===== src/eirq_defines.svh =====
`ifndef EIRQ_DEFINES_SVH
`define EIRQ_DEFINES_SVH

// ****************************************
// Register byte offsets
// ****************************************
`define EIRQ_OFS_EXT_CTRL 8'h00
`define EIRQ_OFS_INT_STATUS 8'h04
`define EIRQ_OFS_INT_MASK 8'h08
`define EIRQ_OFS_VEC_STATUS 8'h0c

// ****************************************
// Field positions of the external request control register
// ****************************************
`define EIRQ_BIT_PULL_DISABLE 0
`define EIRQ_BIT_EDGE_SELECT 1
`define EIRQ_BIT_PIN_ENABLE 2
`define EIRQ_BIT_FLAG 3
`define EIRQ_BIT_ACK 4
`define EIRQ_BIT_INT_ENABLE 5
`define EIRQ_BIT_DETECT_MODE 6
`define EIRQ_BIT_PIN_LEVEL 7

// ****************************************
// Reset values, vector layout and bus answers
// ****************************************
`define EIRQ_CTRL_RESET 5'h00
`define EIRQ_MASK_RESET 3'h0
`define EIRQ_VEC_TOP 16'hfffe
`define EIRQ_VEC_EXT 5'd3
`define EIRQ_RESP_OKAY 2'h0
`define EIRQ_RESP_SLVERR 2'h2

`endif


===== src/eirq_pkg.sv =====
`default_nettype none

package eirq_pkg;

    typedef enum logic [3:0] {
        EIRQ_IDLE = 4'h0,
        EIRQ_PUSH_PCL = 4'h1,
        EIRQ_PUSH_PCH = 4'h3,
        EIRQ_PUSH_X = 4'h2,
        EIRQ_PUSH_A = 4'h6,
        EIRQ_PUSH_CCR = 4'h7,
        EIRQ_SET_MASK = 4'h5,
        EIRQ_FETCH_HI = 4'h4,
        EIRQ_FETCH_LO = 4'hc
    } eirq_seq_t;

    typedef enum logic [2:0] {
        EIRQ_REG_CTRL = 3'h0,
        EIRQ_REG_STATUS = 3'h1,
        EIRQ_REG_MASK = 3'h2,
        EIRQ_REG_VEC = 3'h3,
        EIRQ_REG_NONE = 3'h7
    } eirq_reg_t;

    typedef struct packed {
        logic software_interrupt;
        logic low_supply_flag;
        logic low_supply_int_enable;
        logic t1_channel_zero_flag;
        logic t1_channel_zero_enable;
        logic t1_channel_one_flag;
        logic t1_channel_one_enable;
        logic t1_timer_overflow_flag;
        logic t1_timer_overflow_enable;
        logic t2_channel_zero_flag;
        logic t2_channel_zero_enable;
        logic t2_timer_overflow_flag;
        logic t2_timer_overflow_enable;
        logic keypad_flag;
        logic keypad_int_enable;
        logic conversion_complete_flag;
        logic conversion_int_enable;
        logic periodic_wake_flag;
        logic periodic_wake_enable;
    } eirq_src_t;

    typedef struct packed {
        logic watchdog_timeout;
        logic watchdog_enable;
        logic low_supply_reset;
        logic low_supply_reset_enable;
        logic reset_pin;
        logic reset_pin_enable;
        logic illegal_opcode;
        logic illegal_address;
        logic power_on;
    } eirq_rst_src_t;

    typedef struct packed {
        logic detect_mode;
        logic int_enable;
        logic pin_enable;
        logic edge_select;
        logic pull_disable;
    } eirq_ctrl_t;

    typedef struct packed {
        eirq_ctrl_t ctrl;
        logic flag;
        logic prev_asserted;
        logic [2:0] int_status;
        logic [2:0] int_mask;
        logic aw_have;
        logic [7:0] awaddr;
        logic w_have;
        logic [7:0] wdata;
        logic wstrb0;
        logic bvalid;
        logic [1:0] bresp;
        logic rvalid;
        logic [1:0] rresp;
        logic [31:0] rdata;
        eirq_seq_t seq;
        logic [4:0] vec_num;
        logic [15:0] fetch_addr;
        logic reset_req;
    } eirq_state_t;

endpackage : eirq_pkg

`default_nettype wire


===== src/eirq_prio.sv =====
`include "eirq_defines.svh"
`default_nettype none

// ****************************************
// Fixed-priority pick: the lowest vector number wins
// ****************************************
module eirq_prio (
    input wire logic [31:0] req,
    output logic pending,
    output logic [4:0] vec_num,
    output logic [15:0] vec_addr
);

    function automatic logic [4:0] lowest_set(input logic [31:0] v);
        logic [4:0] n;
        n = 5'h1f;
        for (int i = 31; i >= 0; i--) begin
            if (v[i]) begin
                n = 5'(i);
            end
        end
        return n;
    endfunction : lowest_set

    always_comb begin
        pending = |req;
        vec_num = lowest_set(req);
        // Each vector is a byte pair, so the pair moves down by two.
        vec_addr = `EIRQ_VEC_TOP - {10'h000, vec_num, 1'b0};
    end

endmodule : eirq_prio

`default_nettype wire


===== src/eirq_top.sv =====
// Summary of operation
// - The pin acts as request input only while the pin enable bit is set.
// - Software picks the active polarity through the edge select bit.
// - Edge select 0 means falling or low; 1 means rising or high.
// - Detect mode chooses edges only or edges plus levels.
// - An event either raises an interrupt or only sets the polled flag.
// - Enabled pin with pull disable clear gets a pull matching polarity.
// - Pull disable set turns the internal pull device off.
// - While enabled, the pin level feeds the branch-on-level instructions.
// - The flag sets on a move from deasserted to asserted level.
// - In level mode the flag stays set while the pin stays asserted.
// - Every source sets its flag; requests pass only with local enable, except the software interrupt, which has none.
// - Unmasked, the core stacks five registers, sets mask, fetches vector.
// - Vector high byte sits at the lower address, low byte next.
// - Vectors 0 to 31 descend from top to FFC0; lower number wins.
// - Fixed source to vector numbers for pin, supply, timers and others.
// - Gated reset sources and unconditional ones all go to vector 0.
// - Enabled pin is sampled synchronously; a direct path wakes stop mode.
//
// Decided for this implementation: the placing of the registers and register access over AXI4-Lite.
`include "eirq_defines.svh"
`default_nettype none

module eirq_top (
    input wire logic clk,
    input wire logic rst_b,
    input wire logic [7:0] s_axi_awaddr,
    input wire logic s_axi_awvalid,
    output logic s_axi_awready,
    input wire logic [31:0] s_axi_wdata,
    input wire logic [3:0] s_axi_wstrb,
    input wire logic s_axi_wvalid,
    output logic s_axi_wready,
    output logic [1:0] s_axi_bresp,
    output logic s_axi_bvalid,
    input wire logic s_axi_bready,
    input wire logic [7:0] s_axi_araddr,
    input wire logic s_axi_arvalid,
    output logic s_axi_arready,
    output logic [31:0] s_axi_rdata,
    output logic [1:0] s_axi_rresp,
    output logic s_axi_rvalid,
    input wire logic s_axi_rready,
    input wire logic ext_req_pin,
    output logic pull_up_en,
    output logic pull_down_en,
    output logic branch_if_pin_high,
    output logic branch_if_pin_low,
    output logic ext_req_wake,
    input wire eirq_pkg::eirq_src_t src,
    input wire eirq_pkg::eirq_rst_src_t rst_src,
    input wire logic cpu_insn_done,
    input wire logic global_mask,
    output logic int_pending,
    output logic stack_push,
    output eirq_pkg::eirq_seq_t stack_sel,
    output logic set_global_mask,
    output logic vec_fetch,
    output logic [15:0] vec_fetch_addr,
    output logic reset_req,
    output logic irq
);

    // ****************************************
    // Address decode shared by reads and writes
    // ****************************************
    function automatic eirq_pkg::eirq_reg_t decode(input logic [7:0] a);
        eirq_pkg::eirq_reg_t r;
        if (a == `EIRQ_OFS_EXT_CTRL) begin
            r = eirq_pkg::EIRQ_REG_CTRL;
        end else if (a == `EIRQ_OFS_INT_STATUS) begin
            r = eirq_pkg::EIRQ_REG_STATUS;
        end else if (a == `EIRQ_OFS_INT_MASK) begin
            r = eirq_pkg::EIRQ_REG_MASK;
        end else if (a == `EIRQ_OFS_VEC_STATUS) begin
            r = eirq_pkg::EIRQ_REG_VEC;
        end else begin
            r = eirq_pkg::EIRQ_REG_NONE;
        end
        return r;
    endfunction : decode

    eirq_pkg::eirq_state_t st_reg;
    eirq_pkg::eirq_state_t st_next;
    logic asserted;
    logic set_flag;
    logic ack;
    logic wr_go;
    logic rd_go;
    logic [31:0] req;
    logic prio_pending;
    logic [4:0] prio_num;
    logic [15:0] prio_addr;
    logic start;
    logic [2:0] events;
    logic [31:0] rd_val;
    eirq_pkg::eirq_reg_t wsel;
    eirq_pkg::eirq_reg_t rsel;

    // ****************************************
    // Request collection
    // ****************************************
    always_comb begin
        req = 32'h0000_0000;
        req[1] = src.software_interrupt;
        req[2] = src.low_supply_flag & src.low_supply_int_enable;
        // Flag-only operation is simply the local enable left clear.
        req[3] = st_reg.flag & st_reg.ctrl.int_enable;
        req[5] = src.t1_channel_zero_flag & src.t1_channel_zero_enable;
        req[6] = src.t1_channel_one_flag & src.t1_channel_one_enable;
        req[7] = src.t1_timer_overflow_flag & src.t1_timer_overflow_enable;
        req[8] = src.t2_channel_zero_flag & src.t2_channel_zero_enable;
        req[10] = src.t2_timer_overflow_flag & src.t2_timer_overflow_enable;
        req[18] = src.keypad_flag & src.keypad_int_enable;
        req[19] = src.conversion_complete_flag & src.conversion_int_enable;
        req[23] = src.periodic_wake_flag & src.periodic_wake_enable;
    end

    eirq_prio u_prio (
        .req(req),
        .pending(prio_pending),
        .vec_num(prio_num),
        .vec_addr(prio_addr)
    );

    // ****************************************
    // Next-state logic
    // ****************************************
    always_comb begin
        st_next = st_reg;
        // Pin is taken as synchronous to clk, so it is used directly.
        asserted = (ext_req_pin == st_reg.ctrl.edge_select);
        set_flag = st_reg.ctrl.pin_enable & asserted
                   & (~st_reg.prev_asserted | st_reg.ctrl.detect_mode);
        wr_go = st_reg.aw_have & st_reg.w_have & ~st_reg.bvalid;
        wsel = decode(st_reg.awaddr);
        rd_go = s_axi_arvalid & ~st_reg.rvalid;
        rsel = decode(s_axi_araddr);
        ack = wr_go & (wsel == eirq_pkg::EIRQ_REG_CTRL) & st_reg.wstrb0
              & st_reg.wdata[`EIRQ_BIT_ACK];
        start = (st_reg.seq == eirq_pkg::EIRQ_IDLE) & cpu_insn_done
                & ~global_mask & prio_pending;
        events = {set_flag & ~st_reg.flag, start,
                  st_next.reset_req & ~st_reg.reset_req};

        // A disabled pin parks the history as asserted, so enabling the
        // pin while it already sits at the active level is not an edge.
        st_next.prev_asserted = st_reg.ctrl.pin_enable ? asserted : 1'b1;
        // Set wins over the acknowledge, which also keeps level mode held.
        st_next.flag = set_flag | (st_reg.flag & ~ack);

        st_next.reset_req = (rst_src.watchdog_timeout
            & rst_src.watchdog_enable)
            | (rst_src.low_supply_reset & rst_src.low_supply_reset_enable)
            | (rst_src.reset_pin & rst_src.reset_pin_enable)
            | rst_src.illegal_opcode | rst_src.illegal_address
            | rst_src.power_on;
        events[0] = st_next.reset_req & ~st_reg.reset_req;

        // Write channel: address and data are taken in either order.
        if (s_axi_awvalid & ~st_reg.aw_have & ~st_reg.bvalid) begin
            st_next.aw_have = 1'b1;
            st_next.awaddr = s_axi_awaddr;
        end
        if (s_axi_wvalid & ~st_reg.w_have & ~st_reg.bvalid) begin
            st_next.w_have = 1'b1;
            st_next.wdata = s_axi_wdata[7:0];
            st_next.wstrb0 = s_axi_wstrb[0];
        end
        if (st_reg.bvalid & s_axi_bready) begin
            st_next.bvalid = 1'b0;
        end
        if (wr_go) begin
            st_next.aw_have = 1'b0;
            st_next.w_have = 1'b0;
            st_next.bvalid = 1'b1;
            st_next.bresp = (wsel == eirq_pkg::EIRQ_REG_NONE)
                            ? `EIRQ_RESP_SLVERR : `EIRQ_RESP_OKAY;
            if (st_reg.wstrb0 & (wsel == eirq_pkg::EIRQ_REG_CTRL)) begin
                st_next.ctrl.pull_disable =
                    st_reg.wdata[`EIRQ_BIT_PULL_DISABLE];
                st_next.ctrl.edge_select =
                    st_reg.wdata[`EIRQ_BIT_EDGE_SELECT];
                st_next.ctrl.pin_enable =
                    st_reg.wdata[`EIRQ_BIT_PIN_ENABLE];
                st_next.ctrl.int_enable =
                    st_reg.wdata[`EIRQ_BIT_INT_ENABLE];
                st_next.ctrl.detect_mode =
                    st_reg.wdata[`EIRQ_BIT_DETECT_MODE];
            end
            if (st_reg.wstrb0 & (wsel == eirq_pkg::EIRQ_REG_MASK)) begin
                st_next.int_mask = st_reg.wdata[2:0];
            end
        end

        // Read channel: status clears on the read, new events survive it.
        rd_val = 32'h0000_0000;
        if (rsel == eirq_pkg::EIRQ_REG_CTRL) begin
            rd_val[`EIRQ_BIT_PULL_DISABLE] = st_reg.ctrl.pull_disable;
            rd_val[`EIRQ_BIT_EDGE_SELECT] = st_reg.ctrl.edge_select;
            rd_val[`EIRQ_BIT_PIN_ENABLE] = st_reg.ctrl.pin_enable;
            rd_val[`EIRQ_BIT_FLAG] = st_reg.flag;
            rd_val[`EIRQ_BIT_INT_ENABLE] = st_reg.ctrl.int_enable;
            rd_val[`EIRQ_BIT_DETECT_MODE] = st_reg.ctrl.detect_mode;
            rd_val[`EIRQ_BIT_PIN_LEVEL] = ext_req_pin;
        end else if (rsel == eirq_pkg::EIRQ_REG_STATUS) begin
            rd_val[2:0] = st_reg.int_status;
        end else if (rsel == eirq_pkg::EIRQ_REG_MASK) begin
            rd_val[2:0] = st_reg.int_mask;
        end else if (rsel == eirq_pkg::EIRQ_REG_VEC) begin
            rd_val = {10'h000, prio_pending, st_reg.fetch_addr,
                      st_reg.vec_num};
        end
        if (st_reg.rvalid & s_axi_rready) begin
            st_next.rvalid = 1'b0;
        end
        st_next.int_status = st_reg.int_status | events;
        if (rd_go) begin
            st_next.rvalid = 1'b1;
            st_next.rdata = rd_val;
            st_next.rresp = (rsel == eirq_pkg::EIRQ_REG_NONE)
                            ? `EIRQ_RESP_SLVERR : `EIRQ_RESP_OKAY;
            if (rsel == eirq_pkg::EIRQ_REG_STATUS) begin
                st_next.int_status = events;
            end
        end

        // Interrupt entry sequence seen from the core's side.
        case (st_reg.seq)
            eirq_pkg::EIRQ_IDLE: begin
                if (start) begin
                    st_next.seq = eirq_pkg::EIRQ_PUSH_PCL;
                end
            end
            eirq_pkg::EIRQ_PUSH_PCL: begin
                st_next.seq = eirq_pkg::EIRQ_PUSH_PCH;
            end
            eirq_pkg::EIRQ_PUSH_PCH: begin
                st_next.seq = eirq_pkg::EIRQ_PUSH_X;
            end
            eirq_pkg::EIRQ_PUSH_X: begin
                st_next.seq = eirq_pkg::EIRQ_PUSH_A;
            end
            eirq_pkg::EIRQ_PUSH_A: begin
                st_next.seq = eirq_pkg::EIRQ_PUSH_CCR;
            end
            eirq_pkg::EIRQ_PUSH_CCR: begin
                st_next.seq = eirq_pkg::EIRQ_SET_MASK;
            end
            eirq_pkg::EIRQ_SET_MASK: begin
                // The winner is chosen late so a newer, higher request
                // that arrived during stacking is the one served.
                st_next.seq = eirq_pkg::EIRQ_FETCH_HI;
                st_next.vec_num = prio_num;
                st_next.fetch_addr = prio_addr;
            end
            eirq_pkg::EIRQ_FETCH_HI: begin
                st_next.seq = eirq_pkg::EIRQ_FETCH_LO;
                st_next.fetch_addr = st_reg.fetch_addr + 16'h0001;
            end
            default: begin
                st_next.seq = eirq_pkg::EIRQ_IDLE;
            end
        endcase
    end

    always_ff @(posedge clk) begin
        if (!rst_b) begin
            st_reg <= '0;
            st_reg.ctrl <= `EIRQ_CTRL_RESET;
            st_reg.int_mask <= `EIRQ_MASK_RESET;
            st_reg.seq <= eirq_pkg::EIRQ_IDLE;
        end else begin
            st_reg <= st_next;
        end
    end

    // ****************************************
    // Outputs
    // ****************************************
    assign s_axi_awready = ~st_reg.aw_have & ~st_reg.bvalid;
    assign s_axi_wready = ~st_reg.w_have & ~st_reg.bvalid;
    assign s_axi_bvalid = st_reg.bvalid;
    assign s_axi_bresp = st_reg.bresp;
    assign s_axi_arready = ~st_reg.rvalid;
    assign s_axi_rvalid = st_reg.rvalid;
    assign s_axi_rdata = st_reg.rdata;
    assign s_axi_rresp = st_reg.rresp;
    assign pull_up_en = st_reg.ctrl.pin_enable & ~st_reg.ctrl.pull_disable
                        & ~st_reg.ctrl.edge_select;
    assign pull_down_en = st_reg.ctrl.pin_enable & ~st_reg.ctrl.pull_disable
                          & st_reg.ctrl.edge_select;
    assign branch_if_pin_high = st_reg.ctrl.pin_enable & ext_req_pin;
    assign branch_if_pin_low = st_reg.ctrl.pin_enable & ~ext_req_pin;
    // Unclocked on purpose: it must work while the bus clock is stopped.
    assign ext_req_wake = st_reg.ctrl.pin_enable & asserted;
    assign int_pending = prio_pending;
    assign stack_sel = st_reg.seq;
    assign stack_push = (st_reg.seq != eirq_pkg::EIRQ_IDLE)
                        & (st_reg.seq != eirq_pkg::EIRQ_SET_MASK)
                        & (st_reg.seq != eirq_pkg::EIRQ_FETCH_HI)
                        & (st_reg.seq != eirq_pkg::EIRQ_FETCH_LO);
    assign set_global_mask = (st_reg.seq == eirq_pkg::EIRQ_SET_MASK);
    assign vec_fetch = (st_reg.seq == eirq_pkg::EIRQ_FETCH_HI)
                       | (st_reg.seq == eirq_pkg::EIRQ_FETCH_LO);
    assign vec_fetch_addr = st_reg.fetch_addr;
    assign reset_req = st_reg.reset_req;
    assign irq = |(st_reg.int_status & st_reg.int_mask);
endmodule : eirq_top

`default_nettype wire


===== config.mk =====
export PLATFORM = sky130hd
export DESIGN_NAME = eirq_top
export DESIGN_NICKNAME = d
export VERILOG_FILES = /design/src/eirq_pkg.sv /design/src/eirq_prio.sv /design/src/eirq_top.sv
export VERILOG_INCLUDE_DIRS = /design/src
export SDC_FILE = /design/constraint.sdc
export NUM_CORES = 1
export LEC_CHECK = 0
export ABC_CLOCK_PERIOD_IN_PS = 2680
export BUFFER_PORTS_ARGS = -buffer_cell sky130_fd_sc_hd__buf_2
export CAP_MARGIN = 5
export CORE_MARGIN = 5
export CORE_UTILIZATION = 48
export DETAILED_ROUTE_END_ITERATION = 8
export PLACE_DENSITY = 0.89
export SLEW_MARGIN = 15
export SYNTH_ARGS = -nofsm -noshare
export SYNTH_HDL_FRONTEND = slang
export SYNTH_SLANG_ARGS = --single-unit

===== constraint.sdc =====
create_clock -name clk -period 2.68 [get_ports clk]
set_input_delay 0.268 -clock clk [delete_from_list [all_inputs] [get_ports clk]]
set_output_delay 0.268 -clock clk [all_outputs]
set_load 0.02 [all_outputs]

Word-level counts from Yosys, hierarchy flattened
Cells that the tools add are included.
{"block": "totals", "input_bits": 90, "out_inout_bits": 72, "ff_bits": 95, "elab_cells": 172}
{"block": "classes", "eq_ne": 25, "bitwise": 68, "n_mux": 40, "n_reduce_logical": 14, "add_sub_neg": 2}
{"op": "1-bit bitwise AND", "n": 45}
{"op": "3-bit two-way mux", "n": 14}
{"op": "5-bit two-way mux", "n": 8}
{"op": "19-bit two-way mux", "n": 2}
{"op": "35-bit two-way mux", "n": 1}
{"op": "8-bit by 4-bit == test with 1-bit output (second input constant)", "n": 4}
{"op": "16-bit case mux with 2 select lines", "n": 1}
{"op": "4-bit case mux with 8 select lines", "n": 1}
{"op": "24-bit two-way mux", "n": 1}
{"op": "22-bit two-way mux", "n": 1}
{"op": "4-bit two-way mux", "n": 5}
{"op": "16-bit by 1-bit adder with 16-bit output (second input constant)", "n": 1}
{"op": "4-bit by 3-bit == test with 1-bit output (second input constant)", "n": 4}
{"op": "8-bit by 3-bit == test with 1-bit output (second input constant)", "n": 2}
{"op": "8-bit zero test", "n": 2}
{"op": "1-bit NOT", "n": 13}
{"op": "11-bit OR reduction", "n": 1}
{"op": "3-bit by 2-bit == test with 1-bit output (second input constant)", "n": 3}
{"op": "4-bit by 2-bit == test with 1-bit output (second input constant)", "n": 2}
{"op": "4-bit by 3-bit inequality test with 1-bit output (second input constant)", "n": 2}
{"op": "1-bit OR", "n": 8}
{"op": "2-bit by 7-bit subtractor with 8-bit output (first input constant)", "n": 1}
{"op": "3-bit == test (second input constant)", "n": 2}
{"op": "3-bit zero test", "n": 2}
{"op": "other kinds (16)", "n": 23}

Depth between registers and ports, before layout
{"block": "logic_depth", "depth_word": 14, "ltp_mapped": 7, "ltp_nobuf": 5}

Modules after synthesis
A second synthesis with hierarchy kept.
{"block": "hier_totals", "cells_unflattened": 558, "area_unflattened_um2": 4540.6}
{"module": "eirq_top", "n_inst": 1, "area_each_um2": 4067.7, "cells_each": 477}
{"module": "eirq_prio", "n_inst": 1, "area_each_um2": 473.0, "cells_each": 81}

Least setup slack after synthesis
No wires, ideal clock.
{"block": "synth_path", "path_type": "reg-to-reg", "start": "register st_reg (netlist bit stack_sel[0])", "end": "register st_reg (netlist bit vec_fetch_addr[9])", "path_buffers": 2, "slack_ps": 634, "synth_period_minus_slack_ps": 2046, "setup_ps": 122, "stages_incl_launch_ff": 6, "arrival_time_ps": 1924, "path_cell_list": "dfxtp_1 buf_6 or4b_1 or4_1 buf_2 o311a_1"}
{"block": "synth_via", "elab_chain_cells": 2, "word_cells_on_any_way": 4, "classes_between": "eq/ne: 2; mux: 1; reduce/logical: 1"}
{"item": "start, declared", "line": "eirq_top.sv:83", "source": "eirq_pkg::eirq_state_t st_reg;"}
{"item": "start signal, assigned", "line": "eirq_top.sv:274", "source": "st_reg <= st_next;"}
{"item": "4-bit by 3-bit == test with 1-bit output", "line": "eirq_top.sv:229", "source": "case (st_reg.seq)"}
{"item": "16-bit case mux with 2 select lines / 2-bit nonzero test (equally long branches)"}
Several ways; a longest one is shown, not always the timed one.
A chain may end at the register's enable or synchronous reset.

Final worst setup path
{"block": "layout_path", "start": "register st_reg (netlist bit stack_sel[0])", "end": "output set_global_mask"}
{"block": "layout_via", "elab_chain_cells": 1}
{"item": "4-bit by 3-bit == test with 1-bit output", "line": "eirq_top.sv:303", "source": "assign set_global_mask = (st_reg.seq == eirq_pkg::EIRQ_SET_MASK);"}
{"item": "end, declared", "line": "eirq_top.sv:57", "source": "output logic set_global_mask,"}
No other way between the ends.

==> metrics.yaml <==
portBuffers: 120
drive_gt1_share_pct: 29.8
synth-async-reset-ratio_pct: 0
layout_min_cycle_time_ns: 2.36
ys_seq_area_share_pct: 41.2
final_cell_mix: "120 x buf_2, 82 x dfxtp_1, 55 x nor2_1"
cts_tree: "yes"
cp-end-kind: "primary output"
syn_area_mm2: 0.00399
grt_overflow: 0
crit_arrival_ns: 2.09
final_hold_viol_count: 0
path_clk_slew_ns: 0.09
antenna_cells: 0
cts-htree-levels: 3
postCtsSetupBuffers: 0
antenna_left: 0
utilization_pct: 54.7
largest_reg_flops: 35
maxCapViolCount: 0
yosysTopAreaCell: "dfxtp_1"
clock-skew-final_ns: 0.0105
start_util_pct: 48.8
synth-edff-count: 0
grt_util_met3_pct: 5.92
p_leak_nw: 2.02
hp-start: "s_axi_wdata[5]"
ios: 162
layout_commonest_cell: "buf_2"
regToRegSetupSlack_ns: 0.45
dieArea_mm2: 0.0102
drc: 0
worst_r2r_path_depth: 4
period_share_pct: 88.2
grt_max_degree: 29
setup_viol: 0
use_met1_pct: 21.2
powerDensity_mw_per_mm2: 648
place_congestion: 0.876
path_class: "reg -> out"
slew_viol_final: 0
synth-seq-cells: 82
wirelength_um: 10000
synth.top_cells.by_area: "dfxtp_1 41%, buf_4 11%, nor2_1 5.2%"
die_w_um: 101
critPathMaxFanout: 12
hold-path-cell-count: 3
syn_inst: 450
cts.sinks: 82
crit_required_ns: 2.41
drt_iter0_markers: 133
die_y_um: 101
syn_area_per_cell_um2: 8.86
tns_ns: 0
dr_total_vias: 3447
reg2reg_from: "stack_sel[2]"
grtUsageMet2_pct: 36.4
core-area_mm2: 0.00818
yosysWarnings: 0
clk_latency_ns: 0.35
peakVddDrop_uv: 334
cts_max_path_buffers: 2
layout.nets: 613
cp-start-kind: "flop"
rsz0062_at_grt: "no"
synth_top_area_share_pct: 41.2
slew_headroom_pct: 59.9
worst_pin_slew_ns: 0.601
r2r_end: "vec_fetch_addr[15]"
wl_per_cell_um: 15.9
cts_resized: 0
min_to: "st_reg[70]"
track_usage_pct: 19.6
status: "completed"
clock-root-buffer: "clkbuf_8"
antenna_found_initial: 1
ys.flop_type: "dfxtp_1"
area_growth_pct: 12.2
max_freq_mhz: 423
cts_made_buffers: 9
dr.pass1.iters: 4
grt_busiest_layer: "met2"
grt_pass1_wl_um: 16100
hold_buffers: 0
yosysUniqueCellTypes: 59
grt_pass1_vias: 3375
hpwl_um: 7750
via_per_inst: 5.45
hp-class: "in -> reg"
rows: 33
routing by layer:
layer	up-vias	part of all wire, %
li1	1694	-
met1	1636	37
met2	100	54
met3	15	7.4
met4	2	1.5
met5	-	0.13
through the flow:
stage	power, W	cells	instance area [µm²]	hold slack [ns]	setup slack, ns
after global placement	0.00211	616	4310	0.442	0.534
after floorplan	0.00200	461	4030	0.385	0.634
after detailed placement	0.00214	616	4310	0.447	0.480
after CTS	0.00292	632	4480	0.138	0.307
final	0.00290	632	4480	0.150	0.317
after global routing	0.00306	632	4480	0.148	0.149
where the power goes:
| part | internal, W | switching (W) | leakage [nW] |
|---|---|---|---|
| registers | 0.00131 | 0.000149 | 0.667 |
| clock network | 0.000338 | 0.000453 | 0.0868 |
| logic | 0.000262 | 0.000385 | 1.27 |
cells by family (layout without fill, tap and decap cells):
group / Yosys count / after routing / synth area share (%)
AOI/OAI and AO/OA: 101 / 101 / 18.2
other: 1 / 12 / 0.0940
buffers and inverters: 92 / 158 / 14.2
DFF: 82 / 82 / 41.2
adders and majority gates: 2 / 2 / 0.565
xor gates and xnor gates: 2 / 2 / 0.439
and+or+nand+nor: 151 / 151 / 19.7
muxes: 19 / 19 / 5.71
worst max path at each step:
stage                      start            endpoint  slack [ns]  depth (start not counted)
finish              stack_sel[0]     set_global_mask        0.32                          3
global route        stack_sel[0]     set_global_mask        0.15                          3
CTS                 stack_sel[0]     set_global_mask        0.31                          3
detailed placement  stack_sel[2]  vec_fetch_addr[15]        0.48                          4
global placement    stack_sel[0]  vec_fetch_addr[15]        0.53                          4
floorplan           stack_sel[0]   vec_fetch_addr[9]        0.63                          5
critical path, cell delays in order (launching register included):
cell and delay (ns):
dfxtp_1 0.53, nand4bb_1 0.47, inv_1 0.48, buf_2 0.25
cells in the mapped netlist (3+ instances only):
library cell / number
dfxtp_1: 82
buf_4: 56
nor2_1: 55
nand2_1: 28
a22oi_1: 27
a21oi_1: 22
clkbuf_1: 16
mux2i_1: 16
inv_1: 13
o21ai_0: 12
nand2b_1: 7
nand3_1: 7
nand4_1: 7
nor3_1: 7
and3_1: 6
o2bb2ai_1: 6
a211oi_1: 4
a222oi_1: 4
a22o_1: 4
and2_1: 4
nor3b_1: 4
nor4_1: 4
a31oi_1: 3
and3b_1: 3
buf_1: 3
mux4_2: 3
nor3_2: 3
o31ai_1: 3
or2_2: 3
or4_1: 3
area by class of cell:
| type | count | area, µm² |
|---|---|---|
| Fill cell | 784 | 3700 |
| Multi-Input combinational cell | 287 | 1820 |
| Sequential cell | 82 | 1640 |
| Timing Repair Buffer | 128 | 661 |
| Tap cell | 105 | 131 |
| Clock buffer | 10 | 128 |
| Inverter | 14 | 52.6 |
| Clock inverter | 6 | 40.0 |
No activity file was read; power rests on OpenSTA's default activity.
